--- src/common/secf_pkg.sv ---
// Package for the serial channel extended feature block
package secf_pkg;
   // ----------------------------------------
   // Register byte addresses
   // ----------------------------------------
   localparam logic [7:0] A_STATUS = 8'h00;
   localparam logic [7:0] A_RXPAR = 8'h0c;
   localparam logic [7:0] A_CLKMODE = 8'h10;
   localparam logic [7:0] A_TXPAR = 8'h14;
   localparam logic [7:0] A_SEVEN = 8'h1c;
   localparam logic [7:0] A_RXPAR_RB = 8'h24;
   localparam logic [7:0] A_MISCTR = 8'h28;
   localparam logic [7:0] A_MISCTR_RB = 8'h2c;
   localparam logic [7:0] A_MISCCTL = 8'h38;
   localparam logic [7:0] A_FSEL = 8'h3c;
   localparam logic [7:0] A_CTRL = 8'h40;
   // ----------------------------------------
   // Field positions and reset values
   // ----------------------------------------
   localparam int FSEL_EXT = 0;
   localparam int EXT_RDEN = 6;
   localparam int EXT_TXLVL = 5;
   localparam int EXT_DTRT = 4;
   localparam int EXT_RXLVL = 3;
   localparam int EXT_ARTS = 2;
   localparam int EXT_AEOM = 1;
   localparam int EXT_AFLAG = 0;
   localparam logic [7:0] EXT_RST = 8'h20;
   localparam int TXP_DTR = 7;
   localparam int TXP_CRCP = 2;
   localparam int TXP_RTS = 1;
   localparam int MTR_CRCP = 7;
   localparam int MTR_ENC_HI = 6;
   localparam int MTR_ENC_LO = 5;
   localparam int MTR_MARK = 3;
   localparam int MCT_DTRREQ = 2;
   localparam int CTL_DMATX = 0;
   localparam int CTL_EOMCLR = 1;
   localparam logic [1:0] CM_SDLC = 2'b10;
   localparam logic [1:0] CM_SYNC = 2'b00;
   localparam logic [1:0] ENC_NRZI = 2'b01;
   localparam logic [2:0] TXF_DEPTH = 3'h4;
   localparam logic [3:0] RXF_HALF = 4'h4;
   localparam logic [1:0] RESP_OKAY = 2'h0;
   localparam logic [1:0] RESP_DECERR = 2'h3;
   // ----------------------------------------
   // Timing
   // ----------------------------------------
   localparam int DEACT_PERIODS = 4;
   localparam logic [2:0] DEACT_CYC = 3'(DEACT_PERIODS);
   // ----------------------------------------
   // Carriers
   // ----------------------------------------
   typedef struct packed {
      logic awvalid; logic [7:0] awaddr; logic wvalid; logic [31:0] wdata;
      logic [3:0] wstrb; logic bready; logic arvalid; logic [7:0] araddr; logic rready;
   } secf_axi_req_s;
   typedef struct packed {
      logic awready; logic wready; logic bvalid; logic [1:0] bresp;
      logic arready; logic rvalid; logic [31:0] rdata; logic [1:0] rresp;
   } secf_axi_rsp_s;
   typedef struct packed {
      logic [2:0] tx_cnt; logic [3:0] rx_cnt; logic tx_load; logic underrun;
      logic frame_act; logic flag_last; logic idle_reached; logic txd;
   } secf_core_s;
   typedef struct packed {
      logic tbe; logic rda; logic end_of_message_latch; logic crc_preset; logic [1:0] crc_preset_val;
      logic open_flag; logic crc_tail_en;
   } secf_ctl_s;
   typedef struct packed {
      logic w_req_n; logic dtr_req_n; logic rts_n; logic txd;
   } secf_pins_s;
endpackage : secf_pkg

--- src/hw/secf_channel.sv ---
// Extended feature logic of one serial channel with an AXI4-Lite register slave
// Overview of operation
// - Feature select bit reads back in bit zero
// - Select bit steers address seven writes to extended
// - Bit six opens readback of written registers
// - Bit five picks empty or top-byte TBE
// - Resets set bit five
// - DMA transmit request follows same FIFO level
// - Bit four sets DTR request deactivation timing
// - Bit three picks four-byte or one-byte RDA
// - Auto RTS release after closing flag bit
// - Otherwise RTS follows transmit parameter bit one
// - Bit one auto-clears END_OF_MESSAGE_LATCH, presets CRC
// - Bit zero sends opening flag automatically
// - SDLC keeps final two CRC bits
// - Other sync modes drop final two bits
// - NRZI mark idle forces TxD high
// - Clearing mark idle stops the forcing
// - Reset clears extended bits except five
//
// Our own choices: the AXI4-Lite slave port and the placing of the registers.
`timescale 1ns/10ps
`default_nettype none
module secf_channel (
   input wire logic mclk,
   input wire logic nrst,
   input wire secf_pkg::secf_axi_req_s axi_req,
   output secf_pkg::secf_axi_rsp_s axi_rsp,
   input wire secf_pkg::secf_core_s core,
   output secf_pkg::secf_ctl_s ctl,
   input wire logic tx_clk,
   output secf_pkg::secf_pins_s pins
);
   import secf_pkg::*;

   // ----------------------------------------
   // State
   // ----------------------------------------
   typedef struct packed {
      logic aw_have; logic [7:0] aw_addr;
      logic w_have; logic [7:0] w_data; logic w_lane;
      secf_axi_rsp_s rsp;
      logic [7:0] rx_params; logic [7:0] clock_mode; logic [7:0] tx_params;
      logic [7:0] sync_char; logic [7:0] misc_tx_rx; logic [7:0] misc_ctrl;
      logic [7:0] fsel; logic [7:0] ext; logic [7:0] ctrl;
      logic end_of_message_latch; logic rts_hold; logic [2:0] deact_cnt; logic dtr_act;
      logic [2:0] txc;
      secf_ctl_s ctl;
      secf_pins_s pins;
   } secf_state_s;

   secf_state_s s_q;
   secf_state_s s_d;
   logic [1:0] rst_sync_q;
   logic rst_n;

   function automatic logic is_sdlc(input logic [7:0] cm);
      is_sdlc = (cm[5:4] == CM_SDLC);
   endfunction : is_sdlc

   function automatic logic is_sync(input logic [7:0] cm);
      is_sync = (cm[3:2] == CM_SYNC);
   endfunction : is_sync

   // ----------------------------------------
   // Reset release
   // ----------------------------------------
   always_ff @(posedge mclk or negedge nrst) begin
      if (!nrst) begin
         rst_sync_q <= 2'h0;
      end else begin
         rst_sync_q <= {rst_sync_q[0], 1'b1};
      end
   end
   assign rst_n = rst_sync_q[1];

   // ----------------------------------------
   // Next state
   // ----------------------------------------
   logic do_wr;
   logic wr_ok;
   logic [7:0] rd_val;
   logic rd_ok;
   logic sdlc;
   logic tx_rise;
   logic tx_need;
   logic dma_tx;
   logic eom_cmd;
   logic auto_eom;
   logic rts_req;

   always_comb begin
      s_d = s_q;
      s_d.ctl.crc_preset = 1'b0;
      s_d.ctl.open_flag = 1'b0;
      sdlc = is_sdlc(s_q.clock_mode) && is_sync(s_q.clock_mode);
      eom_cmd = 1'b0;

      // Link clock: first stage feeds only the second
      s_d.txc = {s_q.txc[1:0], tx_clk};
      tx_rise = s_q.txc[1] && !s_q.txc[2];

      // Write channel: address and data accepted in either order
      if (axi_req.awvalid && s_q.rsp.awready) begin
         s_d.aw_have = 1'b1;
         s_d.aw_addr = axi_req.awaddr;
         s_d.rsp.awready = 1'b0;
      end
      if (axi_req.wvalid && s_q.rsp.wready) begin
         s_d.w_have = 1'b1;
         s_d.w_data = axi_req.wdata[7:0];
         s_d.w_lane = axi_req.wstrb[0];
         s_d.rsp.wready = 1'b0;
      end
      do_wr = s_q.aw_have && s_q.w_have && !s_q.rsp.bvalid;
      wr_ok = 1'b1;
      if (do_wr) begin
         unique case (s_q.aw_addr)
            A_RXPAR: if (s_q.w_lane) s_d.rx_params = s_q.w_data;
            A_CLKMODE: if (s_q.w_lane) s_d.clock_mode = s_q.w_data;
            A_TXPAR: if (s_q.w_lane) s_d.tx_params = s_q.w_data;
            A_SEVEN: begin
               if (s_q.w_lane) begin
                  if (s_q.fsel[FSEL_EXT]) begin
                     s_d.ext = s_q.w_data;
                  end else begin
                     s_d.sync_char = s_q.w_data;
                  end
               end
            end
            A_MISCTR: if (s_q.w_lane) s_d.misc_tx_rx = s_q.w_data;
            A_MISCCTL: if (s_q.w_lane) s_d.misc_ctrl = s_q.w_data;
            A_FSEL: if (s_q.w_lane) s_d.fsel = s_q.w_data;
            A_CTRL: begin
               if (s_q.w_lane) begin
                  s_d.ctrl = s_q.w_data & 8'h01;
                  eom_cmd = s_q.w_data[CTL_EOMCLR];
               end
            end
            default: wr_ok = 1'b0;
         endcase
         s_d.aw_have = 1'b0;
         s_d.w_have = 1'b0;
         s_d.rsp.bvalid = 1'b1;
         s_d.rsp.bresp = wr_ok ? RESP_OKAY : RESP_DECERR;
      end
      if (s_q.rsp.bvalid && axi_req.bready) begin
         s_d.rsp.bvalid = 1'b0;
         s_d.rsp.awready = 1'b1;
         s_d.rsp.wready = 1'b1;
      end

      // Read channel: one cycle from address to data
      rd_ok = 1'b1;
      unique case (axi_req.araddr)
         A_STATUS: rd_val = {s_q.end_of_message_latch, s_q.ctl.rda, s_q.ctl.tbe, core.rx_cnt[3:0], 1'b0};
         A_CLKMODE: rd_val = s_q.ext[EXT_RDEN] ? s_q.clock_mode : 8'h00;
         A_TXPAR: rd_val = s_q.ext[EXT_RDEN] ? s_q.tx_params : 8'h00;
         A_RXPAR_RB: rd_val = s_q.ext[EXT_RDEN] ? s_q.rx_params : 8'h00;
         A_MISCTR_RB: rd_val = s_q.ext[EXT_RDEN] ? s_q.misc_tx_rx : 8'h00;
         A_MISCCTL: rd_val = s_q.ext[EXT_RDEN] ? s_q.ext : 8'h00;
         A_FSEL: rd_val = s_q.fsel;
         A_CTRL: rd_val = {5'h00, core.tx_cnt};
         default: begin
            rd_val = 8'h00;
            rd_ok = 1'b0;
         end
      endcase
      if (axi_req.arvalid && s_q.rsp.arready) begin
         s_d.rsp.arready = 1'b0;
         s_d.rsp.rvalid = 1'b1;
         s_d.rsp.rdata = {24'h000000, rd_val};
         s_d.rsp.rresp = rd_ok ? RESP_OKAY : RESP_DECERR;
      end
      if (s_q.rsp.rvalid && axi_req.rready) begin
         s_d.rsp.rvalid = 1'b0;
         s_d.rsp.arready = 1'b1;
      end

      // FIFO levels
      tx_need = s_q.ext[EXT_TXLVL] ? (core.tx_cnt == 3'h0) : (core.tx_cnt < TXF_DEPTH);
      s_d.ctl.tbe = tx_need;
      s_d.ctl.rda = s_q.ext[EXT_RXLVL] ? (core.rx_cnt >= RXF_HALF) : (core.rx_cnt != 4'h0);

      // DMA request pins
      dma_tx = s_q.ctrl[CTL_DMATX] && tx_need;
      s_d.pins.w_req_n = !dma_tx;
      if (s_q.misc_ctrl[MCT_DTRREQ]) begin
         if (dma_tx) begin
            s_d.dtr_act = 1'b1;
            s_d.deact_cnt = 3'h0;
         end else if (s_q.dtr_act) begin
            // Slow release gives the DMA controller time to see the edge
            if (s_q.ext[EXT_DTRT] || s_q.deact_cnt == DEACT_CYC - 3'h1) begin
               s_d.dtr_act = 1'b0;
               s_d.deact_cnt = 3'h0;
            end else begin
               s_d.deact_cnt = s_q.deact_cnt + 3'h1;
            end
         end
         s_d.pins.dtr_req_n = !s_d.dtr_act;
      end else begin
         s_d.dtr_act = 1'b0;
         s_d.deact_cnt = 3'h0;
         s_d.pins.dtr_req_n = !s_q.tx_params[TXP_DTR];
      end

      // Request to send
      rts_req = s_q.tx_params[TXP_RTS];
      if (!(sdlc && s_q.ext[EXT_ARTS])) begin
         s_d.rts_hold = 1'b0;
      end else if (rts_req && core.frame_act) begin
         s_d.rts_hold = 1'b1;
      end else if (tx_rise && core.flag_last) begin
         s_d.rts_hold = 1'b0;
      end
      s_d.pins.rts_n = !(rts_req || s_d.rts_hold);

      // End of message latch: a new underrun beats any clear
      auto_eom = s_q.ext[EXT_AEOM] && core.tx_load && s_q.end_of_message_latch;
      if (core.underrun) begin
         s_d.end_of_message_latch = 1'b1;
      end else if (eom_cmd || auto_eom) begin
         s_d.end_of_message_latch = 1'b0;
      end
      if (auto_eom) begin
         s_d.ctl.crc_preset = 1'b1;
      end
      s_d.ctl.crc_preset_val = {s_q.misc_tx_rx[MTR_CRCP], s_q.tx_params[TXP_CRCP]};
      s_d.ctl.end_of_message_latch = s_d.end_of_message_latch;

      // Opening flag on first load of an idle transmitter
      if (sdlc && s_q.ext[EXT_AFLAG] && core.tx_load && !core.frame_act) begin
         s_d.ctl.open_flag = 1'b1;
      end
      s_d.ctl.crc_tail_en = sdlc;

      // Line idles high so NRZI receivers see no stray transitions
      if (sdlc && s_q.misc_tx_rx[MTR_ENC_HI:MTR_ENC_LO] == ENC_NRZI
          && s_q.misc_tx_rx[MTR_MARK] && core.idle_reached) begin
         s_d.pins.txd = 1'b1;
      end else begin
         s_d.pins.txd = core.txd;
      end
   end

   // ----------------------------------------
   // Registers
   // ----------------------------------------
   always_ff @(posedge mclk or negedge rst_n) begin
      if (!rst_n) begin
         s_q <= '0;
         s_q.rsp.awready <= 1'b1;
         s_q.rsp.wready <= 1'b1;
         s_q.rsp.arready <= 1'b1;
         s_q.ext <= EXT_RST;
         s_q.pins <= '1;
         s_q.pins.w_req_n <= 1'b1;
      end else begin
         s_q <= s_d;
      end
   end

   assign axi_rsp = s_q.rsp;
   assign ctl = s_q.ctl;
   assign pins = s_q.pins;
endmodule : secf_channel
`default_nettype wire

--- config.mk ---
export PLATFORM = sky130hd
export DESIGN_NAME = secf_channel
export DESIGN_NICKNAME = d
export VERILOG_FILES = /design/src/common/secf_pkg.sv /design/src/hw/secf_channel.sv
export SDC_FILE = /design/constraint.sdc
export NUM_CORES = 1
export LEC_CHECK = 0
export ABC_AREA = 1
export BUFFER_PORTS_ARGS = -buffer_cell sky130_fd_sc_hd__buf_4
export CELL_PAD_IN_SITES_DETAIL_PLACEMENT = 0
export CELL_PAD_IN_SITES_GLOBAL_PLACEMENT = 1
export CORE_UTILIZATION = 36
export CTS_CLUSTER_DIAMETER = 100
export CTS_CLUSTER_SIZE = 8
export DETAILED_ROUTE_END_ITERATION = 7
export GPL_TIMING_DRIVEN = 0
export PLACE_DENSITY_LB_ADDON = 0.08
export SYNTH_ARGS = -nofsm -noshare
export SYNTH_HDL_FRONTEND = slang
export SYNTH_SLANG_ARGS = --single-unit
--- constraint.sdc ---
create_clock -name mclk -period 3.5 [get_ports mclk]
set_clock_uncertainty 0.2 [all_clocks]
set_input_delay 0.35 -clock mclk [delete_from_list [all_inputs] [get_ports mclk]]
set_output_delay 0.35 -clock mclk [all_outputs]
set_load 0.01 [all_outputs]
# [Word-level counts from Yosys, hierarchy flattened]
# Index checks and enable logic that the tools add are counted.
[totals] mem_bits_ro=0 ram_bits=0 mem_count=0 latchBits=0 elab_cells=152 reg_bits=110
[classes] mul=0 n_shift=0 muxes=41 eq_ne=19 n_reduce_logical=52 addsub=1 n_lt_le_gt_ge=2 n_div=0 bitwise_logic=0
[ops] operator="8-bit one-hot mux with 8 select lines" n=1
[ops] operator="8-bit by 6-bit == test with 1-bit output (second input constant)" n=7
[ops] operator="8-bit by 5-bit == test with 1-bit output (second input constant)" n=5
[ops] operator="8-bit two-way mux" n=5
[ops] operator="36-bit two-way mux" n=1
[ops] operator="1-bit two-way mux" n=22
[ops] operator="1-bit logical AND" n=21
[ops] operator="3-bit AND reduction" n=7
[ops] operator="8-bit by 7-bit == test with 1-bit output (second input constant)" n=2
[ops] operator="4-bit two-way mux" n=4
[ops] operator="8-bit OR reduction" n=2
[ops] operator="2-bit nonzero test" n=7
[ops] operator="10-bit two-way mux" n=1
[ops] operator="3-bit two-way mux" n=3
[ops] operator="9-bit two-way mux" n=1
[ops] operator="8-bit by 4-bit == test with 1-bit output (second input constant)" n=1
[ops] operator="8-bit zero test" n=1
[ops] operator="1-bit zero test" n=7
[ops] operator="2-bit two-way mux" n=3
[ops] operator="4-bit by 3-bit greater-or-equal comparator with 1-bit output (second input constant)" n=1
[ops] operator="4-bit AND reduction" n=1
[ops] operator="4-bit nonzero test" n=1
[ops] operator="3-bit by 1-bit adder with 3-bit output (second input constant)" n=1
[ops] operator="3-bit by 2-bit == test with 1-bit output (second input constant)" n=1
[ops] operator="other kinds (7)" n=9

# [Depth between registers and ports, before layout]
[depth] ltp_word=8 ltp_mapped=10 depth_no_buf=9

# [Worst setup path after synthesis]
# Ideal clock, no wire load.
[synth_timing] path_kind="register -> register" from="reg s_q[145] (netlist bit)" to="reg s_q[36] (netlist bit)" period_less_slack_ns=1.501 path_stages_with_launch=8 slack_ns=1.999 n_path_buf=1 arrival_time_ns=1.176 path_cell_list="dfrtp_1 nor2_2 nand2_1 nor2_1 nand4_4 buf_6 nand2_1 o21ai_2"
[synth_between] elab_chain_len=2
[synth_rtl] item="start: declaration" line="secf_channel.sv:52" text="secf_state_s s_q;"
[synth_rtl] item="8-bit by 5-bit == test with 1-bit output" line="secf_channel.sv:118" text="unique case (s_q.aw_addr)"
[synth_rtl] item="4-bit AND reduction (no source line)"
# Every way passes these cells.
# A chain may end at the register's enable or synchronous reset.

# [Worst setup path in the final report]
[layout_timing] from="in axi_req[9] (netlist bit)" to="reg s_q, in the netlist axi_rsp[34]"
[layout_between] elab_chain_len=2
[layout_rtl] item="start: declaration" line="secf_channel.sv:27" text="input wire secf_pkg::secf_axi_req_s axi_req,"
[layout_rtl] item="1-bit logical AND" line="secf_channel.sv:169" text="if (axi_req.arvalid && s_q.rsp.arready) begin"
[layout_rtl] item="2-bit nonzero test (no source line)"
# Every way passes these cells.

==> flow_summary_export.csv <==
group,metric,value,unit
status,status,"complete, no violations",
power,seq_power_share,45.6,%
route,first_iter_violations,159,
final_layout,seqCellArea,2670,sq um
route,vias,4432,
synth,synth_ff_type,"dfrtp_1",
clock_tree,clk_path_buf_depth,2,
synth,yosys-top-cells-count,"217 x nand2_1, 98 x dfrtp_1, 57 x buf_4, 50 x nor2_1",
placement,dp_hpwl,10500,um
route,ant_nets,0,
final_layout,multi_input_area,2320,sq um
final_layout,nNetsFinal,855,
synth,synth_area_leaders,"dfrtp_1 44%, nand2_1 15%, buf_4 7.6%",
grt,gr-usage-all-layers,18.4,%
min_path,hp-class,"input pin to flop",
route,dr.pass1.iters,4,
route,avgRoutedWirePerCell,14.2,um
grt,antenna_found_initial,0,
min_path,worstHoldStart,"axi_req[50]",
placement,postPlaceCellArea,6520,sq um
timing,finalCritPeriodShare,52.1,%
synth,synth_seq_cells,106,
critical_path,crit_start,"axi_req[9]",
critical_path,cp.required,3.54,ns
floorplanning,dieArea,16100,sq um
power,p_leak,3.46,nW
synth,yosysTopAreaCell,"dfrtp_1",
clock_tree,clock-sinks,106,
floorplanning,core,15200,sq um
power,sw_frac_of_total,33.8,%
grt,grt_max_degree,64,
synth,ys_seq_area_share,47.5,%
timing,rsz0062_at_grt,"false",
floorplanning,die_h,127,um
final_layout,design_area,6930,sq um
timing,maxSlewHeadroom,60.8,%
timing,tns,0,ns
job,cap_violations,0,
timing,setup_viol,0,
clock_tree,insertion_delay,0.35,ns
timing,timing.hold.ws,0.00292,ns
grt,grt-ovfl-total,0,
critical_path,critPathTopFamily,"buffers and inverters",
placement,routabilityCongestion,0.795,
clock_tree,tritoncts,"done",
clock_tree,cts-buffers-inserted,9,
critical_path,cp_max_fo,10,
timing,min_period,1.82,ns
synth,async_flop_share,100,%
power,power_frac_comb,26.7,%
timing,hold_viol_final,0,
critical_path,timing.critical_path.buf_inv,4,
final_layout,num-fill-cells,1572,
clock_tree,clk_pin_slew,0.07,ns
critical_path,crit_type,"input pin to flop",
critical_path,setup.worst_path.start_class,"input pin",
critical_path,crit_chain,"dlygate4sd3_1 -> buf_4 -> nand2_1 -> clkinv_1 -> o21ai_0 -> inv_1",
clock_tree,post-cts-setup-buffers,0,
critical_path,cp_slowest_stage_delay,0.53,ns
clock_tree,cts-root-buf,"clkbuf_16",
route,drc,0,
power,clkPwrFrac,27.7,%
floorplanning,rows,45,
synth,synthCells,659,
placement,io_buffers,74,
power,power_switching,0.00122,W
synth,ys_warn_count,0,
power,power_density,519,nW/um^2
floorplanning,ios,126,
timing,drv_slew,0,
synth,synth_top_cell_area_share,43.7,%
critical_path,slowest_stage,"dlygate4sd3_1",
floorplanning,initial_core_util,36.9,%
timing,timing.fmax,549,MHz
final_layout,areaGrowthSynthToFinish,23.6,%
clock_tree,htree_levels,3,
final_layout,final_layout_size_suffix_gt1_share,29.0,%
synth,synth-edff-count,0,
grt,grt_pass1_wl,22500,um
synth,syn_avg_cell_area,8.51,sq um
route,drt_wl_total,13800,um
critical_path,r2r_start,"s_q[145]",
synth,ys_types,36,
final_layout,final_core_util,45.6,%
timing,worst_pin_slew,0.588,ns
critical_path,crit_arrival,1.86,ns
critical_path,worst_setup_path_end_kind,"flop",
synth,yosys.cell_count.top_type,"nand2_1",
grt,grt_pass1_vias,4341,
floorplanning,dieWidth,127,um
power,ir_drop,280,uV
synth,synth_area,5610,sq um
final_layout,n_antenna_cell,0,
power,p_int,0.00238,W
route,viasPerCell,4.55,
## logic make-up after synthesis
| logic type | Yosys count | share of synthesized area (%) |
|---|---|---|
| adder cells (fa/ha/maj) | 2 | 0.446 |
| AND/OR/NAND/NOR | 351 | 29.3 |
| AO/OA/AOI/OAI | 83 | 10.0 |
| other | 2 | 0.134 |
| buffers and inverters | 115 | 12.7 |
| flip-flops | 106 | 47.5 |
## layout make-up
type                    count  area share, %
repair buffers             87           10.1
well taps                 188           3.40
clock buffers              13           3.90
flip-flops and latches    106           38.5
plain buffers              72           7.93
clock inverters             3          0.325
inverters                  43           2.33
multi-input cells         461           33.5
## registers in the layout, summed over array words and instances (netlist names)
register,cells
pins,4
ctl,8
s_d,4
s_q,72
rst_sync_q,2
rts_req,1
axi_rsp,15
## power by group through the flow
stage               Combinational, W  Clock (W)  Sequential [W]
floorplan                   0.000646          0         0.00162
global placement            0.000942          0         0.00167
detailed placement          0.000974          0         0.00166
CTS                         0.000987    0.00102         0.00164
global route                 0.00108    0.00106         0.00168
finish                      0.000960   0.000997         0.00164
## worst paths after layout
kind                                  to  slack, ns  depth (start not counted)
setup / recovery             axi_rsp[34]       1.68                          6
hold / removal                  s_q[146]      0.003                          3
setup reg to reg                 s_q[43]       1.71                          7
hold reg to reg                 s_q[136]       0.14                          0
max in group asynchronous        pins[0]       2.22                          1
min in group asynchronous  rst_sync_q[1]       0.11                          2
## timing repair
| action | CTS | global route |
|---|---|---|
| hold buffers | 12 | 0 |
| gates resized for setup | 0 | 0 |
| endpoints found under the hold margin | 13 | 0 |
## worst register-to-register path, delay by kind of cell (launching register included)
family	cells	cell delay [ns]
simple gates	5	0.80
buf+inv	1	0.20
compound gates	1	0.05
flops	1	0.39
## cells in the final DEF, fill, tap and decap left out, types with 6 or more instances in the layout
master | synthesis | final
buf_4 | 57 | 131
buf_6 | 8 | 8
clkbuf_16 | 0 | 9
conb_1 | 2 | 25
dfrtp_1 | 98 | 97
dfstp_2 | 8 | 8
dlygate4sd3_1 | 0 | 12
inv_1 | 39 | 39
nand2_1 | 217 | 217
nand2_2 | 6 | 6
nand3_1 | 15 | 15
nand3b_1 | 39 | 39
nor2_1 | 50 | 50
nor2_2 | 8 | 8
o21ai_0 | 26 | 26
o21ai_1 | 13 | 13
o21ai_2 | 35 | 35
## metrics by stage
stage | setup slack (ns) | instances | power (W)
3_5_place_dp | 1.68 | 945 | 0.00264
6_report | 1.68 | 973 | 0.00360
4_1_cts | 1.63 | 973 | 0.00365
2_1_floorplan | 0.142 | 682 | 0.00227
5_1_grt | 1.48 | 973 | 0.00382
3_3_place_gp | -1.13 | 944 | 0.00261
## layer usage
| layer | vias to the layer above | global-route usage (%) | part of all wire [%] |
|---|---|---|---|
| met5 | - | 0 | 0 |
| met4 | 0 | 7.98 | 2.4 |
| met1 | 2051 | 23.5 | 47 |
| met2 | 97 | 31.1 | 47 |
| li1 | 2269 | - | - |
| met3 | 15 | 2.61 | 3.7 |
(Power assumes the default switching activity.)
